[config.mk]
export PLATFORM = sky130hd
export DESIGN_NAME = quad_uart_irq_ready_outputs
export DESIGN_NICKNAME = d
export VERILOG_FILES = /design/src/irq_ready_pkg.sv /design/src/quad_uart_irq_ready_outputs.sv
export SDC_FILE = /design/constraint.sdc
export NUM_CORES = 1
export LEC_CHECK = 0
export BUFFER_PORTS_ARGS = -buffer_cell sky130_fd_sc_hd__clkbuf_2
export CAP_MARGIN = 5
export CORE_UTILIZATION = 30
export CTS_BUF_LIST = sky130_fd_sc_hd__clkbuf_2 sky130_fd_sc_hd__clkbuf_4 sky130_fd_sc_hd__clkbuf_8
export DETAILED_ROUTE_END_ITERATION = 16
export PLACE_DENSITY = 0.56
export SYNTH_ARGS = -nofsm -noshare
export SYNTH_HDL_FRONTEND = slang
export SYNTH_SLANG_ARGS = --single-unit
export TNS_END_PERCENT = 5
[constraint.sdc]
create_clock -name clk -period 1.4 [get_ports clk]
set_input_delay 0 -clock clk [delete_from_list [all_inputs] [get_ports clk]]
set_output_delay 0 -clock clk [all_outputs]
set_load 0.02 [all_outputs]
[src/irq_ready_pkg.sv]
// Purpose: Shared constants and types for the four-channel interrupt and ready output logic
// Assumes: 8-bit register port, one clock
// Notes: Register offsets are word indices on the plain register port
package irq_ready_pkg;
  localparam int NumChan = 4;
  localparam int AddrWidth = 4;
  localparam int DataWidth = 8;
  localparam logic [3:0] ModemCtrlBaseAddr = 4'h0;
  localparam logic [3:0] IntStatusAddr = 4'h4;
  localparam logic [3:0] IntClearAddr = 4'h5;
  localparam logic [3:0] IntEnableAddr = 4'h6;
  localparam logic [3:0] LiveStatusAddr = 4'h7;
  localparam int IrqOutputEnableBit = 3;
  localparam logic [7:0] ModemCtrlReset = 8'h00;
  localparam logic [7:0] IntEnableReset = 8'h00;
  localparam logic [7:0] UnmappedReadValue = 8'h00;
  localparam int EvtTxLsb = 0;
  localparam int EvtRxLsb = 4;
  localparam int LiveTxBit = 0;
  localparam int LiveRxBit = 1;
  localparam int LiveIrqSelBit = 2;
  localparam int LiveBusModeBit = 3;
  localparam int LiveReqLsb = 4;

  typedef struct packed {
    logic [3:0] txReadyN;
    logic [3:0] rxReadyN;
  } chan_ready_t;

  typedef struct packed {
    logic [3:0] level;
    logic [3:0] oe;
  } irq_pins_t;

  typedef struct packed {
    logic [3:0] addr;
    logic [7:0] wdata;
    logic wr;
    logic rd;
  } reg_req_t;
endpackage

[src/quad_uart_irq_ready_outputs.sv]
// Purpose: Interrupt pin gating and transmit/receive ready outputs of a four-channel UART
// Assumes: Channel request and ready levels come from UART logic on clk; mode pins are static straps
// Notes: Pin outputs are combinational from synchronised pins and same-clock inputs
//
// Summary of operation
// Strobe-style bus: separate interrupt outputs for channels A, B, C and D.
// Strobe mode, select low: channel interrupt driven when its enable bit is 1.
// Strobe mode, select low: interrupt floats when enable bit is 0; bit resets 0.
// Read/write-line bus: channel B, C, D interrupt outputs held at logic zero.
// Strobe mode, select high: all interrupt outputs driven regardless of enable bit.
// Strobe mode, select low: enable bit 3 of modem control alone gates the pins.
// Interrupt-select input is active high and reads low when unconnected.
// System holds interrupt-select low in read/write-line bus mode.
// Per-channel active-low transmit ready outputs mirror each channel's transmit status.
// Per-channel active-low receive ready outputs mirror each channel's receive status.
// Combined transmit ready is the AND of the four per-channel signals.
// Combined receive ready is the AND of the four per-channel signals.
// Read/write-line bus: channel A pin is device-wide active-low open-drain interrupt.
// Bus-style pin high selects strobe bus, low selects read/write-line bus.
// Ready and request levels come from channels; this block only gates and combines.
// Enabled strobe-mode interrupt follows the pending request with no added latency.
//
// The address-and-strobe port and the placing of the registers were chosen for this implementation.
`timescale 1ns/1ps
`default_nettype none
module quad_uart_irq_ready_outputs #(
  parameter int NumChan = irq_ready_pkg::NumChan
) (
  input wire logic clk,
  input wire logic rst_n,
  input wire logic busModeSelPin,
  input wire logic irqContinuousSelectPin,
  input wire logic [3:0] chanIrqReq,
  input wire irq_ready_pkg::chan_ready_t chanReady,
  input wire irq_ready_pkg::reg_req_t regReq,
  output logic [7:0] regRdata,
  output irq_ready_pkg::irq_pins_t chanIrqPins,
  output logic [3:0] chanTxReadyN,
  output logic [3:0] chanRxReadyN,
  output logic combinedTxReadyN,
  output logic combinedRxReadyN,
  output logic irqOut
);

  // Straps come from pins, so they cross two flops before use
  logic busModeMeta_reg;
  logic busModeSync_reg;
  logic irqSelMeta_reg;
  logic irqSelSync_reg;

  always_ff @(posedge clk or negedge rst_n) begin
    if (!rst_n) begin
      busModeMeta_reg <= 1'b0;
      busModeSync_reg <= 1'b0;
      irqSelMeta_reg <= 1'b0;
      irqSelSync_reg <= 1'b0;
    end else begin
      busModeMeta_reg <= busModeSelPin;
      busModeSync_reg <= busModeMeta_reg;
      irqSelMeta_reg <= irqContinuousSelectPin;
      irqSelSync_reg <= irqSelMeta_reg;
    end
  end

  wire strobeBus = busModeSync_reg;
  // Active high; an open pin is pulled down outside, so it reads as low here
  wire irqSel = irqSelSync_reg;
  // Continuous select is only honoured on the strobe bus, as the system keeps it low otherwise
  wire irqSelEffective = irqSel & strobeBus;

  // Register port decode
  wire [3:0] addr = regReq.addr;
  wire isModemCtrl = (addr[3:2] == irq_ready_pkg::ModemCtrlBaseAddr[3:2]);
  wire [1:0] chanSel = addr[1:0];
  wire wrModemCtrl = regReq.wr & isModemCtrl;
  wire wrIntClear = regReq.wr & (addr == irq_ready_pkg::IntClearAddr);
  wire wrIntEnable = regReq.wr & (addr == irq_ready_pkg::IntEnableAddr);

  // Modem control registers, one per channel
  logic [7:0] modemCtrl_reg [NumChan];
  logic [NumChan-1:0] irqOutputEnableBit;

  genvar ch;
  generate
    for (ch = 0; ch < NumChan; ch++) begin : gMcr
      wire wrThis = wrModemCtrl & (chanSel == 2'(ch));
      always_ff @(posedge clk or negedge rst_n) begin
        if (!rst_n) begin
          modemCtrl_reg[ch] <= irq_ready_pkg::ModemCtrlReset;
        end else if (wrThis) begin
          modemCtrl_reg[ch] <= regReq.wdata;
        end
      end
      assign irqOutputEnableBit[ch] = modemCtrl_reg[ch][irq_ready_pkg::IrqOutputEnableBit];
    end
  endgenerate

  // Per-channel ready outputs pass straight through from the channels; combined ones AND them
  assign chanTxReadyN = chanReady.txReadyN;
  assign chanRxReadyN = chanReady.rxReadyN;
  assign combinedTxReadyN = &chanReady.txReadyN;
  assign combinedRxReadyN = &chanReady.rxReadyN;

  // Interrupt pin gating
  wire anyReq = |chanIrqReq;
  wire [3:0] strobeOe = {4{irqSelEffective}} | irqOutputEnableBit;
  // Combinational on purpose: a registered stage would add a cycle to every interrupt
  wire [3:0] strobeLevel = chanIrqReq;
  // Read/write-line bus: A is open drain, low while any channel is pending
  wire [3:0] rwLevel = 4'h0;
  wire [3:0] rwOe = {3'b111, anyReq};

  assign chanIrqPins.level = strobeBus ? strobeLevel : rwLevel;
  assign chanIrqPins.oe = strobeBus ? strobeOe : rwOe;

  // Sticky events: a ready output becoming active
  logic [3:0] txPrevN_reg;
  logic [3:0] rxPrevN_reg;
  logic [7:0] intStatus_reg;
  logic [7:0] intStatus_next;
  logic [7:0] intEnable_reg;

  wire [3:0] txAssert = txPrevN_reg & ~chanReady.txReadyN;
  wire [3:0] rxAssert = rxPrevN_reg & ~chanReady.rxReadyN;
  wire [7:0] events = {rxAssert, txAssert};
  wire [7:0] clearMask = wrIntClear ? regReq.wdata : 8'h00;

  // Set beats clear so an event in the clearing cycle survives
  assign intStatus_next = (intStatus_reg & ~clearMask) | events;

  always_ff @(posedge clk or negedge rst_n) begin
    if (!rst_n) begin
      txPrevN_reg <= 4'hf;
      rxPrevN_reg <= 4'hf;
      intStatus_reg <= 8'h00;
      intEnable_reg <= irq_ready_pkg::IntEnableReset;
    end else begin
      txPrevN_reg <= chanReady.txReadyN;
      rxPrevN_reg <= chanReady.rxReadyN;
      intStatus_reg <= intStatus_next;
      if (wrIntEnable) begin
        intEnable_reg <= regReq.wdata;
      end
    end
  end

  assign irqOut = |(intStatus_reg & intEnable_reg);

  // Read path
  wire [7:0] liveStatus = {chanIrqReq, busModeSync_reg, irqSelSync_reg, combinedRxReadyN, combinedTxReadyN};
  wire [7:0] modemCtrlRd = modemCtrl_reg[chanSel];
  wire [7:0] rdMux = isModemCtrl ? modemCtrlRd :
                     (addr == irq_ready_pkg::IntStatusAddr) ? intStatus_reg :
                     (addr == irq_ready_pkg::IntEnableAddr) ? intEnable_reg :
                     (addr == irq_ready_pkg::LiveStatusAddr) ? liveStatus :
                     irq_ready_pkg::UnmappedReadValue;

  always_ff @(posedge clk or negedge rst_n) begin
    if (!rst_n) begin
      regRdata <= 8'h00;
    end else if (regReq.rd) begin
      regRdata <= rdMux;
    end else begin
      regRdata <= 8'h00;
    end
  end

endmodule
`default_nettype wire

# == Word-level counts from Yosys, hierarchy flattened ==
# Cells that the tools add are included.
# Widths: inputs -> output; s select.
# totals
register_bits,68
latchBits,0
ramBits,0
romBits,0
output_inout_bits,27
wordCells,56
n_memories,0
# classes
n_addsub,0
n_mul,0
div_mod_pow,0
n_lt_le_gt_ge,1
eq_ne,7
shift,0
muxes,11
bitwise,18
reduce_logical,6
# ops
operator,count
$mux 8,8
$and 8x8->8,2
$bmux 8 s2,1
$eq 4x3->1 const B,4
$and 1x1->1,8
$and 4x4->4,2
$mux 4,2
$not 4->4,2
$not 8->8,1
$or 8x8->8,1
$reduce_and 4->1,2
$reduce_or 8->1,1
$eq 2x2->1 const B,2
$logic_not 2->1,2
$or 4x4->4,1
$reduce_or 4->1,1
$ge 3x3->1 const B,1
$not 2->3,1
$eq 2x1->1 const B,1

# == Longest topological paths before layout ==
# logic_depth
word_depth,6
mapped_depth,6
ltp_nobuf,3

# == Worst setup path after synthesis ==
# No wires, ideal clock.
# synth_path
path_type,input -> register
startpoint,input regReq[11] (netlist bit)
endpoint,register modemCtrl_reg (netlist bit irqOutputEnableBit[1])
setup_time_ps,125
arrival_ps,1028
t_required_ps,1275
slack_ps,247
cell_stages,6
path_buffers,3
cell_sequence,buf_4 and3b_1 buf_6 and2_1 buf_6 mux2_4
# synth_via
elab_chain_len,2
# synth_lines
element,line,source
from (decl),quad_uart_irq_ready_outputs.sv:35,"input wire irq_ready_pkg::reg_req_t regReq,"
$eq 2x1->1,quad_uart_irq_ready_outputs.sv:86,wire wrThis = wrModemCtrl & (chanSel == 2'(ch));
$and 1x1->1,quad_uart_irq_ready_outputs.sv:86,
"to (signal, indexed assignment)",quad_uart_irq_ready_outputs.sv:89,modemCtrl_reg[ch] <= irq_ready_pkg::ModemCtrlReset;
"to (signal, indexed assignment)",quad_uart_irq_ready_outputs.sv:91,modemCtrl_reg[ch] <= regReq.wdata;
to (decl),quad_uart_irq_ready_outputs.sv:80,logic [7:0] modemCtrl_reg [NumChan];
# No other way between the ends.
# A chain may end at the register's enable or synchronous reset.

# == Worst setup path after layout ==
# layout_path
startpoint,register intStatus_reg[6]
endpoint,output irqOut
# layout_via
elab_chain_len,2
# layout_lines
element,line,source
from (decl),quad_uart_irq_ready_outputs.sv:119,logic [7:0] intStatus_reg;
from (signal assigned),quad_uart_irq_ready_outputs.sv:140,intStatus_reg <= intStatus_next;
$and 8x8->8,quad_uart_irq_ready_outputs.sv:147,assign irqOut = |(intStatus_reg & intEnable_reg);
$reduce_or 8->1,quad_uart_irq_ready_outputs.sv:147,
to (decl),quad_uart_irq_ready_outputs.sv:42,output logic irqOut
# No other way between the ends.

==> metrics.cfg <==
[outcome]
status = completed

[die]
fp.dieH_microns = 105
fp.dieArea_sq_um = 11000
die_x_microns = 105
initial_utilization_pct = 30.8
ios = 57
core_sq_um = 10300
rows = 37

[timing]
finClkSkew_ns = 0.00620
worstMarginPinSlew_ns = 0.402
setup_viol = 0
finalCriticalPeriod_ns = 1.33
slew_headroom_pct = 73.1
rsz0062_at_grt = no
timing.fmax_mhz = 751
hold_viol = 0
fin_ws_ns = 0.0690
finalSetupTns_ns = 0
slew_violations = 0
finalCritPeriodShare_pct = 95.1

[grt]
grt_overflow = 0
grt_antenna_before_repair = 0
grt_max_degree = 69
grt_pass1_vias = 2271
track_usage_pct = 14.8
grt_pass1_wl_mm = 12.3

[synth]
ys_seq_area_share_pct = 54.0
synth-seq-cells = 68
yosys-top-cells-area = dfrtp_1 (47%), mux2_2 (18%), dfstp_2 (6.6%), mux2_4 (3.8%), buf_4 (2.4%)
syn_inst = 236
synth-compound-area-share_pct = 7.07
syn-cell-area_sq_um = 3170
async_flop_share_pct = 100
synth_top_family_by_area = multiplexers
yosys.area_share.simple_pct = 9.12
synth.distinct_cells = 34
synthesis.nets = 266
yosysTopAreaCell = dfrtp_1
synth_top_area_share_pct = 47.4
synthAdderAreaFrac_pct = 0
synth.area.mux_share_pct = 23.6
yosys_most_used_dff = dfrtp_1
syn_avg_cell_area_sq_um = 13.4
synth-xor-area-share_pct = 0
ys_warn_count = 0
synth_edf_count = 0

[drt]
drt_iter0_markers = 126
avgRoutedWirePerCell_microns = 16.4
dr.pass1.iters = 6
vias = 2150
drt-total-wl_mm = 7.36
vias_per_cell = 4.80
drc = 0
final_antenna_net_count = 0

[place]
hpwl_mm = 5.25
numPortBuffers = 56
placed_cells = 420
place_congestion = 0.761
place_ws_ns = 0.0456

[setup_path]
cp_max_fo = 3
cp_data_required_time_ns = 1.40
r2r_slack_ns = 0.13
critPathCaptureType = output port
cp-start-kind = flop
setup.worst_path.class = flop to output port
rr_worst_depth = 3
crit_arrival_ns = 1.33

[clocking]
cts_setup_buffers = 0
clockRootBuffer = clkbuf_8
cts_buffer_depth = 2
htree_levels = 3
clk_latency_ns = 0.33
path_clk_slew_ns = 0.08
cts_sinks = 68
cts_tree = built
cts_buffers = 9

[cells_and_area]
n_antenna_cell = 0
stdcell_count = 448
area_growth_pct = 23.2
layout-drive-gt1-share_pct = 51.9
largest_reg_flops = 28
postLayoutCoreUtil_pct = 38.0
final_nets = 337

[power]
max-vdd-ir-drop_v = 0.000400
p_per_area_nw_per_um2 = 1230
p_leak_nw = 1.80

[min_path]
hold_path_depth = 2
min_path_type = input pin to flop

[run]
maxCapViolCount = 0

## cell usage in the layout (no fill, tap or decap), drive strengths merged, types with 2 or more instances in the layout
| cell | n |
|---|---|
| dfrtp | 60 |
| a22oi | 4 |
| nor3 | 8 |
| clkinv | 4 |
| a221oi | 6 |
| nor4 | 2 |
| o22ai | 7 |
| nor2b | 2 |
| inv | 12 |
| nand2b | 4 |
| and2 | 5 |
| dfstp | 8 |
| clkbuf | 66 |
| nor2 | 4 |
| a22o | 8 |
| o221a | 2 |
| nand3 | 8 |
| dlygate4sd3 | 12 |
| nand2 | 2 |
| nand4 | 4 |
| buf | 14 |
| mux2i | 2 |
| mux2 | 60 |
## kinds of logic after synthesis
| family | after synthesis |
|---|---|
| compound gates | 28 |
| buf+inv | 33 |
| flops | 68 |
| mux | 63 |
| simple gates | 44 |
## through the flow
step | hold WS, ns | total power, mW | cell area (sq um)
after floorplan | -0.296 | 3.09 | 3170
after global placement | 0.0517 | 3.37 | 3600
after detailed placement | 0.0540 | 3.40 | 3600
after CTS | 0.00317 | 4.86 | 3900
after global routing | 0.0167 | 5.06 | 3900
final | 0.0112 | 4.79 | 3900
## power breakdown
group	leakage [nW]	internal (mW)	switching, mW	total (mW)
combinational	0.904	0.532	0.395	0.927
clock	0.0923	0.699	0.710	1.41
sequential	0.801	2.28	0.175	2.46
total	1.80	3.51	1.28	4.79
## Yosys cell counts, types with 3 or more instances
master / n
a221oi_1: 6
a22o_1: 8
a22oi_1: 4
and2_1: 5
buf_2: 3
buf_4: 10
buf_6: 4
clkbuf_1: 3
dfrtp_1: 60
dfstp_2: 8
inv_1: 11
mux2_2: 52
mux2_4: 8
nand2b_1: 4
nand3_1: 8
nand4_1: 3
nor2_1: 4
nor3_1: 8
o22ai_1: 7
## cell type report
type	count	area [sq um]
fillers	1025	6370
flip-flops and latches	68	1710
multi-input cells	135	1270
repair buffers	81	536
well taps	136	170
clock buffers	11	145
inverters	12	45.0
clock inverters	5	27.5
## worst paths after layout
path                             startpoint                 to
min reg2reg                 busModeMeta_reg    busModeSync_reg
min                               regReq[6]  modemCtrl_reg[20]
max in group asynchronous             rst_n     txPrevN_reg[3]
max reg2reg                intEnable_reg[6]        regRdata[6]
max                        intStatus_reg[6]             irqOut
min in group asynchronous             rst_n  modemCtrl_reg[29]
## worst max-delay path, stage by stage, from the launching register on
cell and delay [ns]:
dfrtp_1 0.41, a22oi_1 0.26, nand4_1 0.16, clkbuf_2 0.18
## layer usage
| metal | track usage (%) | vias up | share of wire, % |
|---|---|---|---|
| met1 | 20.7 | 1080 | 47 |
| met4 | 5.63 | 0 | 1.3 |
| li1 | - | 998 | - |
| met3 | 3.31 | 9 | 5.0 |
| met5 | 0 | - | 0 |
| met2 | 22.1 | 63 | 46 |
## repair_timing
| item | 4_1_cts | 5_1_grt |
|---|---|---|
| gates cloned | 0 | 0 |
| endpoints found under the setup margin | 1 | 4 |
| hold endpoints to repair | 90 | 0 |
| hold buffers | 12 | 0 |
| gates resized for setup | 1 | 1 |
(Power assumes the default switching activity.)
